File: src/logic/adcc_consts.svh
// Offsets, fields, reset values and counts of the converter core.
`ifndef ADCC_CONSTS_SVH
`define ADCC_CONSTS_SVH
`define ADCC_A_STATUS   8'h01
`define ADCC_A_DRATE    8'h04
`define ADCC_A_REFCTL   8'h05
`define ADCC_A_SYSCTL   8'h09
`define ADCC_A_OFS_LO   8'h0a
`define ADCC_A_OFS_HI   8'h0b
`define ADCC_A_GAIN_LO  8'h0c
`define ADCC_A_GAIN_HI  8'h0d
`define ADCC_A_GPIO_DAT 8'h10
`define ADCC_A_GPIO_SEL 8'h11
`define ADCC_ST_POR     7
`define ADCC_ST_NRDY    6
`define ADCC_ST_REFLOW  0
`define ADCC_DR_MODE    5
`define ADCC_DR_CLKEXT  6
`define ADCC_RC_MONEN   7
`define ADCC_SC_AVG_HI  1
`define ADCC_SC_AVG_LO  0
`define ADCC_SC_MON_HI  7
`define ADCC_SC_MON_LO  5
`define ADCC_DRATE_RST  8'h00
`define ADCC_REFCTL_RST 8'h00
`define ADCC_SYSCTL_RST 8'h00
`define ADCC_GPIO_RST   8'h00
`define ADCC_OFS_RST    16'h0000
`define ADCC_GAIN_RST   16'h4000
`define ADCC_MON_SHORT  3'h1
`define ADCC_INIT_CYC   4'h8
`define ADCC_UNITY_SH   14
`define ADCC_GAIN_NUM   32'h1fffc000
`define ADCC_GAIN_MAX   16'hffff
`define ADCC_POS_MAX    16'h7fff
`define ADCC_NEG_MIN    16'h8000
`endif

File: src/logic/adcc_pkg.sv
// Types shared by the converter core modules.
package adcc_pkg;
    typedef enum logic [3:0] {
        ST_STBY = 4'b0001,
        ST_CONV = 4'b0010,
        ST_CAL  = 4'b0100,
        ST_PDN  = 4'b1000
    } adcc_state_t;
    typedef enum logic [3:0] {
        CMD_NOP    = 4'h0,
        CMD_WAKEUP = 4'h1,
        CMD_SLEEP  = 4'h2,
        CMD_RESET  = 4'h3,
        CMD_START  = 4'h4,
        CMD_STOP   = 4'h5,
        CMD_SELF_OFFSET_CAL_CMD = 4'h6,
        CMD_SYSTEM_OFFSET_CAL_CMD = 4'h7,
        CMD_SYSTEM_GAIN_CAL_CMD = 4'h8
    } adcc_cmd_t;
    typedef enum logic [1:0] {
        CAL_SELF_OFS = 2'h0,
        CAL_SYS_OFS  = 2'h1,
        CAL_SYS_GAIN = 2'h2
    } adcc_cal_t;
endpackage

File: src/logic/adcc_core.sv
// Converter core control: flags, calibration, modes, registers.
`timescale 1ns/100ps
`default_nettype none
`include "adcc_consts.svh"
// Contract
// Status bit 6 shows readiness after reset.
// Monitor latches reference below 300 mV.
// Monitor works only when enabled; flag bit 0.
// Low-reference bit updates at done falling edge.
// Function select makes pin general-purpose.
// Upper data bits set pin direction.
// Lower bits read input or drive output.
// Subtract offset, scale by gain, clip.
// Offset is signed; zero means no correction.
// Gain is unsigned; 4000h is unity.
// Calibration averages 1, 4, 8, 16 readings.
// Self offset shorts input, stores offset.
// System offset stores measured null input.
// System gain updates gain from full-scale.
// After calibration, convert and signal done.
// Calibration ignored in standby.
// Three modes; any reset acts immediately. The code ignores the reset command in power-down.
// Sleep aborts conversion, enters power-down.
// Start edge or command restarts conversion.
// Reset restores defaults, enters standby.
// Reset selects internal oscillator.
// Data rate bit selects conversion mode.
// Power-on sets bit 7 until written zero.
// Mode 0 continuous, mode 1 single-shot.
module adcc_core (
    input  wire logic              core_clk,
    input  wire logic              rst,
    input  wire logic              por_rst,
    input  wire logic              start_pin,
    input  wire logic              ref_low_pin,
    input  wire logic              cmd_valid,
    input  wire adcc_pkg::adcc_cmd_t cmd_code,
    input  wire logic              reg_wr,
    input  wire logic              reg_rd,
    input  wire logic [7:0]        reg_addr,
    input  wire logic [7:0]        reg_wdata,
    output logic      [7:0]        reg_rdata,
    input  wire logic              filt_valid,
    input  wire logic [15:0]       filt_data,
    output logic      [15:0]       data_out,
    output logic                   conversion_done_strobe_n,
    output logic                   filt_restart,
    output logic                   conv_active,
    output logic                   power_down,
    output logic                   clk_ext_sel,
    output logic      [2:0]        monitor_select,
    input  wire logic [3:0]        gpio_in,
    output logic      [3:0]        gpio_out,
    output logic      [3:0]        gpio_oe,
    output logic      [3:0]        pin_function_select
);
    import adcc_pkg::*;

    adcc_state_t  state_q, state_d;
    adcc_cal_t    kind_q, kind_d;
    logic [2:0]   st_sy_q, rf_sy_q;
    logic         st_lvl_q, st_lvl_d, st_prv_q, rf_lvl_q, rf_lvl_d;
    logic [7:0]   drate_q, drate_d, refctl_q, refctl_d, sysctl_q, sysctl_d;
    logic [7:0]   gdat_q, gdat_d, gsel_q, gsel_d, rdata_q, rdata_d;
    logic [15:0]  ofs_q, ofs_d, gain_q, gain_d;
    logic         por_q, por_d, reflow_q, reflow_d, fault_q, fault_d;
    logic         stop_q, stop_d, done_n_q, done_n_d, rstart_q, rstart_d;
    logic [3:0]   init_q, init_d;
    logic [4:0]   cnt_q, cnt_d;
    logic signed [19:0] sum_q, sum_d;
    logic [15:0]  avg;
    logic [3:0]   gpio_rd;
    logic         soft_rst, busy, start_ev, stop_ev, res, last;

    // Averaging count as a shift.
    function automatic logic [2:0] avg_shift(input logic [1:0] c);
        unique case (c)
            2'h0:    avg_shift = 3'h0;
            2'h1:    avg_shift = 3'h2;
            2'h2:    avg_shift = 3'h3;
            default: avg_shift = 3'h4;
        endcase
    endfunction

    // Gain mapping full scale to the top code.
    function automatic logic [15:0] gain_fit(input logic [15:0] a, o);
        logic signed [16:0] d;
        logic [31:0]        q;
        d = $signed({a[15], a}) - $signed({o[15], o});
        q = 32'h0;
        if (d <= 17'sh0)
            gain_fit = `ADCC_GAIN_MAX;
        else
        begin
            q = `ADCC_GAIN_NUM / {15'h0, d};
            gain_fit = (q > {16'h0, `ADCC_GAIN_MAX}) ? `ADCC_GAIN_MAX : q[15:0];
        end
    endfunction

    function automatic logic is_cmd(input logic v, input adcc_cmd_t c, w);
        is_cmd = v && (c == w);
    endfunction

    // Resets act at once, but a reset command is ignored while asleep.
    assign soft_rst = rst || por_rst
        || (is_cmd(cmd_valid, cmd_code, CMD_RESET) && state_q != ST_PDN);
    assign busy     = (init_q != 4'h0);
    assign start_ev = (st_lvl_q && !st_prv_q) || is_cmd(cmd_valid, cmd_code, CMD_START);
    assign stop_ev  = (!st_lvl_q && st_prv_q) || is_cmd(cmd_valid, cmd_code, CMD_STOP);
    assign res      = filt_valid && (state_q == ST_CONV || state_q == ST_CAL);
    assign last     = (cnt_q == 5'(5'h1 << avg_shift(sysctl_q[`ADCC_SC_AVG_HI:`ADCC_SC_AVG_LO])));
    assign avg      = 16'(sum_q >>> avg_shift(sysctl_q[`ADCC_SC_AVG_HI:`ADCC_SC_AVG_LO]));

    // Levels count once two stages agree.
    always_comb
    begin
        st_lvl_d = (st_sy_q[1] == st_sy_q[2]) ? st_sy_q[2] : st_lvl_q;
        rf_lvl_d = (rf_sy_q[1] == rf_sy_q[2]) ? rf_sy_q[2] : rf_lvl_q;
    end

    // Pin synchronisers.
    always_ff @(posedge core_clk)
    begin
        if (rst)
        begin
            st_sy_q  <= 3'h0;
            rf_sy_q  <= 3'h0;
            st_lvl_q <= 1'b0;
            st_prv_q <= 1'b0;
            rf_lvl_q <= 1'b0;
        end
        else
        begin
            st_sy_q  <= {st_sy_q[1:0], start_pin};
            rf_sy_q  <= {rf_sy_q[1:0], ref_low_pin};
            st_lvl_q <= st_lvl_d;
            st_prv_q <= st_lvl_q;
            rf_lvl_q <= rf_lvl_d;
        end
    end

    // Next register and mode values.
    always_comb
    begin
        state_d  = state_q;
        kind_d   = kind_q;
        drate_d  = drate_q;
        refctl_d = refctl_q;
        sysctl_d = sysctl_q;
        gdat_d   = gdat_q;
        gsel_d   = gsel_q;
        ofs_d    = ofs_q;
        gain_d   = gain_q;
        por_d    = por_q;
        reflow_d = reflow_q;
        fault_d  = fault_q;
        stop_d   = stop_q;
        done_n_d = done_n_q | reg_rd;
        rstart_d = 1'b0;
        cnt_d    = cnt_q;
        sum_d    = sum_q;
        init_d   = busy ? init_q - 4'h1 : init_q;
        rdata_d  = rdata_q;
        // Writes are refused while busy or asleep.
        if (reg_wr && !busy && state_q != ST_PDN)
        begin
            unique case (reg_addr)
                `ADCC_A_STATUS:   por_d = por_q & reg_wdata[`ADCC_ST_POR];
                `ADCC_A_DRATE:    drate_d = reg_wdata;
                `ADCC_A_REFCTL:   refctl_d = reg_wdata;
                `ADCC_A_SYSCTL:   sysctl_d = reg_wdata;
                `ADCC_A_OFS_LO:   ofs_d[7:0] = reg_wdata;
                `ADCC_A_OFS_HI:   ofs_d[15:8] = reg_wdata;
                `ADCC_A_GAIN_LO:  gain_d[7:0] = reg_wdata;
                `ADCC_A_GAIN_HI:  gain_d[15:8] = reg_wdata;
                `ADCC_A_GPIO_DAT: gdat_d = reg_wdata;
                `ADCC_A_GPIO_SEL: gsel_d = reg_wdata;
                default:          ;
            endcase
        end
        // Read data; unmapped addresses read zero.
        if (reg_rd)
        begin
            unique case (reg_addr)
                `ADCC_A_STATUS:   rdata_d = {por_q, busy, 5'h00, reflow_q};
                `ADCC_A_DRATE:    rdata_d = drate_q;
                `ADCC_A_REFCTL:   rdata_d = refctl_q;
                `ADCC_A_SYSCTL:   rdata_d = sysctl_q;
                `ADCC_A_OFS_LO:   rdata_d = ofs_q[7:0];
                `ADCC_A_OFS_HI:   rdata_d = ofs_q[15:8];
                `ADCC_A_GAIN_LO:  rdata_d = gain_q[7:0];
                `ADCC_A_GAIN_HI:  rdata_d = gain_q[15:8];
                `ADCC_A_GPIO_DAT: rdata_d = {gdat_q[7:4], gpio_rd};
                `ADCC_A_GPIO_SEL: rdata_d = gsel_q;
                default:          rdata_d = 8'h00;
            endcase
        end
        // A fault is held until the conversion ends.
        if (refctl_q[`ADCC_RC_MONEN] && conv_active && rf_lvl_q)
            fault_d = 1'b1;
        unique case (state_q)
            ST_PDN:
            begin
                if (is_cmd(cmd_valid, cmd_code, CMD_WAKEUP))
                    state_d = ST_STBY;
            end
            ST_STBY:
            begin
                if (start_ev)
                begin
                    state_d  = ST_CONV;
                    rstart_d = 1'b1;
                    done_n_d = 1'b1;
                    stop_d   = 1'b0;
                    fault_d  = 1'b0;
                end
                else if (is_cmd(cmd_valid, cmd_code, CMD_SLEEP))
                    state_d = ST_PDN;
            end
            ST_CONV, ST_CAL:
            begin
                if (is_cmd(cmd_valid, cmd_code, CMD_SLEEP))
                begin
                    state_d  = ST_PDN;
                    done_n_d = 1'b1;
                    fault_d  = 1'b0;
                end
                else if (start_ev)
                begin
                    state_d  = ST_CONV;
                    rstart_d = 1'b1;
                    done_n_d = 1'b1;
                    stop_d   = 1'b0;
                    fault_d  = 1'b0;
                end
                else if (state_q == ST_CONV && cmd_valid
                         && (cmd_code == CMD_SELF_OFFSET_CAL_CMD || cmd_code == CMD_SYSTEM_OFFSET_CAL_CMD || cmd_code == CMD_SYSTEM_GAIN_CAL_CMD))
                begin
                    state_d  = ST_CAL;
                    kind_d   = (cmd_code == CMD_SELF_OFFSET_CAL_CMD) ? CAL_SELF_OFS
                             : (cmd_code == CMD_SYSTEM_OFFSET_CAL_CMD) ? CAL_SYS_OFS : CAL_SYS_GAIN;
                    rstart_d = 1'b1;
                    done_n_d = 1'b1;
                    cnt_d    = 5'h0;
                    sum_d    = 20'sh0;
                end
                else if (state_q == ST_CONV)
                begin
                    if (stop_ev)
                        stop_d = 1'b1;
                    if (res)
                    begin
                        done_n_d = 1'b0;
                        reflow_d = fault_q | fault_d;
                        fault_d  = 1'b0;
                        if (drate_q[`ADCC_DR_MODE] || stop_q || stop_ev)
                            state_d = ST_STBY;
                    end
                end
                else if (res)
                begin
                    sum_d = sum_q + 20'($signed(filt_data));
                    cnt_d = cnt_q + 5'h1;
                end
                else if (last)
                begin
                    // Store the averaged reading as offset, or the gain fitted to it.
                    if (kind_q == CAL_SYS_GAIN)
                        gain_d = gain_fit(avg, ofs_q);
                    else
                        ofs_d = avg;
                    state_d  = ST_CONV;
                    rstart_d = 1'b1;
                    fault_d  = 1'b0;
                end
            end
            default: state_d = ST_STBY;
        endcase
    end

    // Control state; rst, por_rst and a reset command outside power-down restore defaults.
    always_ff @(posedge core_clk)
    begin
        if (soft_rst)
        begin
            state_q  <= ST_STBY;
            kind_q   <= CAL_SELF_OFS;
            drate_q  <= `ADCC_DRATE_RST;
            refctl_q <= `ADCC_REFCTL_RST;
            sysctl_q <= `ADCC_SYSCTL_RST;
            gdat_q   <= `ADCC_GPIO_RST;
            gsel_q   <= `ADCC_GPIO_RST;
            ofs_q    <= `ADCC_OFS_RST;
            gain_q   <= `ADCC_GAIN_RST;
            por_q    <= por_q | por_rst;
            reflow_q <= 1'b0;
            fault_q  <= 1'b0;
            stop_q   <= 1'b0;
            done_n_q <= 1'b1;
            rstart_q <= 1'b0;
            cnt_q    <= 5'h0;
            sum_q    <= 20'sh0;
            init_q   <= `ADCC_INIT_CYC;
            rdata_q  <= 8'h00;
        end
        else
        begin
            state_q  <= state_d;
            kind_q   <= kind_d;
            drate_q  <= drate_d;
            refctl_q <= refctl_d;
            sysctl_q <= sysctl_d;
            gdat_q   <= gdat_d;
            gsel_q   <= gsel_d;
            ofs_q    <= ofs_d;
            gain_q   <= gain_d;
            por_q    <= por_d;
            reflow_q <= reflow_d;
            fault_q  <= fault_d;
            stop_q   <= stop_d;
            done_n_q <= done_n_d;
            rstart_q <= rstart_d;
            cnt_q    <= cnt_d;
            sum_q    <= sum_d;
            init_q   <= init_d;
            rdata_q  <= rdata_d;
        end
    end

    // Self offset forces the shorted input.
    assign monitor_select = (state_q == ST_CAL && kind_q == CAL_SELF_OFS)
        ? `ADCC_MON_SHORT : sysctl_q[`ADCC_SC_MON_HI:`ADCC_SC_MON_LO];
    assign conv_active  = (state_q == ST_CONV) || (state_q == ST_CAL);
    assign power_down   = (state_q == ST_PDN);
    assign clk_ext_sel  = drate_q[`ADCC_DR_CLKEXT];
    assign filt_restart = rstart_q;
    assign reg_rdata    = rdata_q;
    assign conversion_done_strobe_n = done_n_q;
    assign pin_function_select = gsel_q[3:0];

    adcc_corr u_corr (
        .core_clk               (core_clk),
        .rst                    (rst),
        .res_valid              (res && state_q == ST_CONV),
        .res_raw                (filt_data),
        .offset_correction_word (ofs_q),
        .gain_correction_word   (gain_q),
        .res_out                (data_out)
    );

    adcc_gpio u_gpio (
        .core_clk            (core_clk),
        .rst                 (rst),
        .pin_in              (gpio_in),
        .pin_function_select (gsel_q[3:0]),
        .pin_dir_out         (gdat_q[7:4]),
        .pin_value_bits      (gdat_q[3:0]),
        .pin_out             (gpio_out),
        .pin_oe              (gpio_oe),
        .pin_read            (gpio_rd)
    );
endmodule // adcc_core
`default_nettype wire

File: src/logic/adcc_corr.sv
// Offset and gain correction of filter results with 16-bit clipping.
`timescale 1ns/100ps
`default_nettype none
`include "adcc_consts.svh"
module adcc_corr (
    input  wire logic        core_clk,
    input  wire logic        rst,
    input  wire logic        res_valid,
    input  wire logic [15:0] res_raw,
    input  wire logic [15:0] offset_correction_word,
    input  wire logic [15:0] gain_correction_word,
    output logic      [15:0] res_out
);
    logic [15:0] res_q;
    logic [15:0] res_d;
    logic signed [16:0] diff;
    logic signed [33:0] prod;
    logic signed [33:0] scl;

    // Saturate to the 16-bit code range.
    function automatic logic [15:0] clip16(input logic signed [33:0] v);
        if (v > $signed({18'h0, `ADCC_POS_MAX}))
            clip16 = `ADCC_POS_MAX;
        else if (v < -$signed({18'h0, `ADCC_NEG_MIN}))
            clip16 = `ADCC_NEG_MIN;
        else
            clip16 = v[15:0];
    endfunction

    // Offset, gain and clip; the gain word is unsigned.
    always_comb
    begin
        diff  = $signed({res_raw[15], res_raw}) - $signed({offset_correction_word[15], offset_correction_word});
        prod  = 34'(diff) * $signed({18'h0, gain_correction_word});
        scl   = prod >>> `ADCC_UNITY_SH;
        res_d = res_valid ? clip16(scl) : res_q;
    end

    // Result register.
    always_ff @(posedge core_clk)
    begin
        if (rst)
            res_q <= 16'h0000;
        else
            res_q <= res_d;
    end

    assign res_out = res_q;
endmodule // adcc_corr
`default_nettype wire

File: src/logic/adcc_gpio.sv
// Four general-purpose pins with per-pin function select and direction.
`timescale 1ns/100ps
`default_nettype none
module adcc_gpio (
    input  wire logic       core_clk,
    input  wire logic       rst,
    input  wire logic [3:0] pin_in,
    input  wire logic [3:0] pin_function_select,
    input  wire logic [3:0] pin_dir_out,
    input  wire logic [3:0] pin_value_bits,
    output logic      [3:0] pin_out,
    output logic      [3:0] pin_oe,
    output logic      [3:0] pin_read
);
    logic [3:0] sy0_q;
    logic [3:0] sy1_q;
    logic [3:0] sy2_q;
    logic [3:0] lvl_q;
    logic [3:0] lvl_d;

    // A level counts once two stages agree.
    always_comb
    begin
        for (int i = 0; i < 4; i++)
            lvl_d[i] = (sy1_q[i] == sy2_q[i]) ? sy2_q[i] : lvl_q[i];
    end

    // Pin synchroniser.
    always_ff @(posedge core_clk)
    begin
        if (rst)
        begin
            sy0_q <= 4'h0;
            sy1_q <= 4'h0;
            sy2_q <= 4'h0;
            lvl_q <= 4'h0;
        end
        else
        begin
            sy0_q <= pin_in;
            sy1_q <= sy0_q;
            sy2_q <= sy1_q;
            lvl_q <= lvl_d;
        end
    end

    // Drive only digital output pins; unselected pins stay analog.
    assign pin_oe   = pin_function_select & pin_dir_out;
    assign pin_out  = pin_value_bits & pin_oe;
    assign pin_read = (pin_dir_out & pin_value_bits) | (~pin_dir_out & lvl_q & pin_function_select);
endmodule // adcc_gpio
`default_nettype wire

File: config.mk
export PLATFORM = sky130hd
export DESIGN_NAME = adcc_core
export DESIGN_NICKNAME = d
export VERILOG_FILES = /design/src/logic/adcc_pkg.sv /design/src/logic/adcc_core.sv /design/src/logic/adcc_corr.sv /design/src/logic/adcc_gpio.sv
export VERILOG_INCLUDE_DIRS = /design/src /design/src/logic
export SDC_FILE = /design/constraint.sdc
export NUM_CORES = 2
export LEC_CHECK = 0
export ABC_AREA = 0
export BUFFER_PORTS_ARGS = -buffer_cell sky130_fd_sc_hd__buf_2
export CAP_MARGIN = 20
export CORE_UTILIZATION = 55
export DETAILED_ROUTE_END_ITERATION = 7
export HOLD_SLACK_MARGIN = 0.05
export PLACE_DENSITY_LB_ADDON = 0.12
export SYNTH_ARGS = -nofsm -noshare
export SYNTH_HDL_FRONTEND = slang
export SYNTH_SLANG_ARGS = --single-unit
File: constraint.sdc
create_clock -name core_clk -period 99.3 [get_ports core_clk]
set_input_delay 14.895 -clock core_clk [delete_from_list [all_inputs] [get_ports core_clk]]
set_output_delay 14.895 -clock core_clk [all_outputs]
set_load 0.02 [all_outputs]
== Word-level counts from Yosys, hierarchy flattened ==
Cells that the tools add are included.

* Output and inout port bits: 44
* Register bits: 162
* Word-level logic and storage cells: 236
* Bits of input ports: 49

* Reductions and logical operators: 48
* Shift operators: 2
* Multipliers: 1
* Mux-type cells: 84
* Eq/ne operators: 45
* Add/sub/neg operators: 5
* Div/mod/pow operators: 1
* Bitwise operators: 14
* Magnitude comparators: 4

{| class="wikitable"
|+ Operators by type and width
! kind !! number
|-
| $mux W16 || 22
|-
| $pmux W8 S10 || 1
|-
| $mux W20 || 3
|-
| $mux W4 || 11
|-
| $eq A8 B4 Y1 const B || 5
|-
| $mul A17 B17 Y34 || 1
|-
| $sub A16 B16 Y17 || 2
|-
| $div A29 B17 Y32 const A || 1
|-
| $gt A32 B16 Y1 const B || 1
|-
| $mux W8 || 4
|-
| $mux W1 || 31
|-
| $ne A6 B6 Y1 const B || 4
|-
| $add A20 B16 Y20 || 1
|-
| $and A4 B4 Y4 || 5
|-
| $eq A4 B3 Y1 const B || 5
|-
| $gt A20 B16 Y1 const B || 1
|-
| $lt A20 B16 Y1 const B || 1
|-
| $sshr A20 B3 Y16 || 1
|-
| $reduce_and A6 Y1 || 3
|-
| $le A17 B1 Y1 const B || 1
|-
| $logic_and A1 B1 Y1 || 17
|-
| $eq A8 B3 Y1 const B || 2
|-
| $eq A8 B5 Y1 const B || 2
|-
| $mux W5 || 3
|-
| 34 further kinds || 76
|}

== Longest topological paths before layout ==
* Depth in word-level cells: 16
* Gate-level depth with buffers: 491
* Gate-level depth less buffers: 449

== Hierarchy ==
From an unflattened synthesis, not the netlist that was laid out.

* Cells, all modules: 6213
* Area total of the unflattened synthesis: 46504.6 µm²

{| class="wikitable"
|+ Modules (own cells, without submodules)
! module !! instances !! area an instance (µm²) !! seq. area each (µm²) !! cells each
|-
| adcc_core || 1 || 33970.1 || 2612.5 || 4787
|-
| adcc_corr || 1 || 11940.2 || 320.3 || 1365
|-
| adcc_gpio || 1 || 594.3 || 320.3 || 61
|}

== Worst setup path before layout ==
No wires, ideal clock.

* Path kind: register -> register
* From: register sysctl_q[1]
* To: register gain_q[0]
* Path buffers: 48
* Data arrival time: 87.514 ns
* Stages on the path, launching flop included: 462
* Required time: 99.176 ns
* Setup slack: 11.662 ns
* Setup time: 0.124 ns
* Clock period less this slack: 87.638 ns
* Cell sequence: dfxtp_1 inv_1 ha_1 clkbuf_1 buf_1 clkbuf_1 mux4_2 nor2_1 a21oi_1 fa_1 a21o_1 a221oi_4 xnor2_1 inv_1 nand3_1 nor2_1 nand2_1 a211o_1 [... 426 more ...] o21ai_0 nand2b_1 a21o_1 a21oi_1 and4bb_1 o211ai_2 buf_6 mux2_4 ha_1 a21oi_1 nor2b_1 o21ai_0 nand2b_1 a2111o_1 o21ai_0 nand3_1 o221ai_1 o21ai_1

* Word-level cells in the longest chain between the ends: 16
* Elaborated cells between the ends (all ways): 21
* Those cells by class: 1 x add/sub; 1 x div; 2 x order compare; 3 x eq/ne; 2 x shift; 11 x mux; 1 x reduce/logical

{| class="wikitable"
|+ Ends and longest elaborated chain
! item !! RTL line !! text
|-
| from (decl) || adcc_core.sv:63 || <nowiki>logic [7:0] drate_q, drate_d, refctl_q, refctl_d, sysctl_q, sysctl_d;</nowiki>
|-
| from (signal assigned) || adcc_core.sv:290 || <nowiki>sysctl_q <= `ADCC_SYSCTL_RST;</nowiki>
|-
| from (signal assigned) || adcc_core.sv:312 || <nowiki>sysctl_q <= sysctl_d;</nowiki>
|-
| $eq A2 B2 Y1 (tied with other cells) || adcc_core.sv:77 || <nowiki>unique case (c)</nowiki>
|-
| $pmux W3 S3 * || adcc_core.sv:77 ||
|-
| $sshr A20 B3 Y16 || adcc_core.sv:112 || <nowiki>assign avg = 16'(sum_q >>> avg_shift(sysctl_q[`ADCC_SC_AVG_HI:`ADCC_SC_AVG_LO]));</nowiki>
|-
| $sub A16 B16 Y17 || adcc_core.sv:89 || <nowiki>d = $signed({a[15], a}) - $signed({o[15], o});</nowiki>
|-
| $div A29 B17 Y32 (no source line) || -- ||
|-
| $gt A32 B16 Y1 || adcc_core.sv:96 || <nowiki>gain_fit = (q > {16'h0, `ADCC_GAIN_MAX}) ? `ADCC_GAIN_MAX : q[15:0];</nowiki>
|-
| $mux W16 || adcc_core.sv:96 ||
|-
| $mux W16 || adcc_core.sv:91 || <nowiki>if (d <= 17'sh0)</nowiki>
|-
| $mux W16 || adcc_core.sv:268 || <nowiki>if (kind_q == CAL_SYS_GAIN)</nowiki>
|-
| $mux W16 * || adcc_core.sv:265 || <nowiki>else if (last)</nowiki>
|-
| $mux W16 * || adcc_core.sv:260 || <nowiki>else if (res)</nowiki>
|-
| $mux W16 * || adcc_core.sv:247 || <nowiki>else if (state_q == ST_CONV)</nowiki>
|-
| $mux W16 * || adcc_core.sv:236 || <nowiki>else if (state_q == ST_CONV && cmd_valid</nowiki>
|-
| $mux W16 * || adcc_core.sv:228 || <nowiki>else if (start_ev)</nowiki>
|-
| $mux W16 * || adcc_core.sv:222 || <nowiki>if (is_cmd(cmd_valid, cmd_code, CMD_SLEEP))</nowiki>
|-
| $mux W16 * || adcc_core.sv:201 || <nowiki>unique case (state_q)</nowiki>
|-
| to (signal assigned) || adcc_core.sv:294 || <nowiki>gain_q <= `ADCC_GAIN_RST;</nowiki>
|-
| to (signal assigned) || adcc_core.sv:316 || <nowiki>gain_q <= gain_d;</nowiki>
|-
| to (decl) || adcc_core.sv:65 || <nowiki>logic [15:0] ofs_q, ofs_d, gain_q, gain_d;</nowiki>
|}

Every way passes the cells marked *; elsewhere a longest branch is shown, timed or not.
A chain may end at the register's enable or synchronous reset.

== Worst setup path after layout ==
Same ends and word-level chain as after synthesis.

==> qor.csv <==
metric,value,unit
criticalPathCategory,reg -> reg,
synth.distinct_cells,138,
synth_fp_nets,6994,
cpMaxStageDelayCell,o311ai_0,
wl_met1,63000,um
grtUsageTotal,0.314,
hpwl,108000,um
cts_root_buf,clkbuf_16,
fin_crit,91.07,ns
clkTransAtPathRegs,0.07,ns
synth_seq_area_share,0.0707,
fin_area,0.0483,mm^2
synth_edf_count,1,
drtIter0Drc,3636,
rows,105,
coreArea,0.0824,mm^2
report.final.slew_viol_count,0,
yosysTopAreaCell,ha_1,
grt_overflow_total,0,
status,"complete, no violations",
drive_gt1_frac,0.0813,
cp.arrival,91.41,ns
ios,93,
cp_common_cell,o21ai_0,
syn_avg_cell_area,7.48,um^2
grt_pass1_vias,41500,
synthArstFlopShare,0,
critical-path-max-stage-delay,0.87,ns
netlist_area,0.0460,mm^2
critPathBufInv,14,
top_layer,met4,
first_pass_iters,7,
cts.path.max_buffers,2,
antenna_found_initial,3,
clk_latency,0.45,ns
cp_max_fo,34,
setup_viol,0,
port_buffers,92,
place_congestion,0.987,
cts_sinks,162,
routedWlPerCell,19.1,um
hold_buffers,0,
cts_made_buffers,17,
die_w,291,um
synthCells,6147,
h-tree-depth,4,
totalWireLength,137000,um
drcViolationCount,0,
yosysWarningCount,0,
die_y,291,um
dpl_cell_area,0.0473,mm^2
nNetsFinal,6946,
finalCritPeriodShare,0.917,
grt_start_max_net_pins,83,
vias_per_cell,6.22,
dieArea,0.0848,mm^2
synth_area_leaders,"ha_1, fa_1, dfxtp_1",
routed-wl-met2,60300,um
route.met3.wl,9830,um
ant_nets,0,
maxSlewHeadroom,0.251,
synth_top_area_frac,0.141,
critPathTopFamily,compound AO/OA/AOI/OAI gates,
crit_path_end_kind,register,
dp_cells,7134,
syn2layout_area_growth,5.02,%
required,99.64,ns
fin_cells,7186,
cts_tree,yes,
start_util,0.558,
hold_viol_final,0,
synth_seq_cells,162,
worst_pin_slew,1.12,ns
cap_viol_max_count,0,
hp-class,reg -> reg,
num_vias,44700,
dominantRegCellSynth,dfxtp_1,
worstSetupStartpointType,register,
finClkSkew,0.0103,ns
clock.fmax,11.0,MHz
whs,0.438,ns
grt_first_pass_wirelength,219000,um
## sequential cells by signal, summed over array words and instances, names as in the netlist, 5 cells and up
register	flops
reg_rdata	8
gsel_q	8
u_corr.res_out	16
gdat_q	8
sum_q	20
ofs_q	16
refctl_q	8
drate_q	8
cnt_q	5
gain_q	16
sysctl_q	8
## kinds of logic (layout without fill, tap and decap cells)
family,Yosys count,in the layout,synth area share
xor+xnor,360,360,0.0690
mux,234,234,0.0561
fa+ha+maj,799,799,0.263
simple gates,2039,2040,0.220
buf+inv,797,760,0.0676
other cells,1,5,0.0000815
compound gates,1755,1756,0.254
flops,162,162,0.0707
## through the flow
step | utilization | worst slack (ns) | setup TNS (ns)
2_1_floorplan | - | 11.66 | 0
3_3_place_gp | 0.575 | 4.46 | 0
3_5_place_dp | 0.575 | 1.79 | 0
4_1_cts | 0.582 | 1.55 | 0
5_1_grt | 0.586 | -0.118 | -0.118
6_report | 0.586 | 8.23 | 0
## worst reg2reg max path: cells and delay by family, from the launching register on
kind	cells	cell delay [ns]
DFF	1	0.44
buffers and inverters	14	3.21
adders and majority gates	32	10.67
AOI/OAI and AO/OA	244	47.90
muxes	8	2.71
and+or+nand+nor	134	25.97
## metal layers
layer  vias up  GRT usage
li1      21800          -
met1     21100      0.444
met2      1576      0.502
met3       213     0.0315
met4         0     0.0942
met5         -          0
## path summary, 6_finish.rpt
kind                    from              end  slack [ns]  cells after the start
min reg2reg  u_gpio.sy0_q[2]  u_gpio.sy1_q[2]        0.44                      1
max reg2reg      sysctl_q[1]        gain_q[0]        8.23                    432
max              sysctl_q[1]        gain_q[0]        8.23                    432
min          u_gpio.sy0_q[2]  u_gpio.sy1_q[2]        0.44                      1
## area by class of cell
| type | instances | area [um^2] |
|---|---|---|
| antenna | 4 | 10.0 |
| clock buffer | 18 | 439 |
| clock inverter | 14 | 168 |
| fill | 7707 | 34100 |
| inverter | 555 | 2080 |
| multi-input combinational | 5190 | 39900 |
| sequential | 162 | 3250 |
| tap | 1070 | 1340 |
| timing repair buffer | 173 | 1070 |
## synth_stat cells (all sizes together) (66+ instances only)
| master | number |
|---|---|
| xnor2 | 257 |
| nand4 | 66 |
| clkbuf | 174 |
| nand2 | 557 |
| fa | 280 |
| o21a | 108 |
| nor3 | 124 |
| xor2 | 103 |
| a21oi | 528 |
| nor2b | 72 |
| buf | 68 |
| a21o | 152 |
| mux2i | 123 |
| ha | 518 |
| mux2 | 104 |
| nor2 | 541 |
| o21bai | 82 |
| and2 | 168 |
| inv | 554 |
| o21ai | 320 |
| dfxtp | 161 |
| nand3 | 140 |
| a211oi | 90 |
| nand2b | 100 |
## layout by cell type (no fill, tap or decap), types with 33 or more instances in the layout
cell type,n
nand2_1,554
inv_1,552
nor2_1,532
a21oi_1,521
ha_1,514
o21ai_0,295
fa_1,280
xnor2_1,252
and2_1,165
dfxtp_1,161
a21o_1,151
nand3_1,136
mux2i_1,122
nor3_1,113
o21a_1,106
xor2_1,103
nand2b_1,100
mux2_2,97
buf_2,93
a211oi_1,83
o21bai_1,81
buf_4,79
nor2b_1,71
nand4_1,62
and3_1,59
o31ai_1,59
or3_1,49
a31oi_1,38
a22oi_1,35
o211ai_1,33
## what timing repair did
action | CTS | global route
resized for setup | 0 | 55
setup endpoints to repair | 0 | 3
setup buffers | 0 | 12
Power is not shown: default switching activity piles up to over one toggle a cycle in this logic, so the estimate is an artifact.
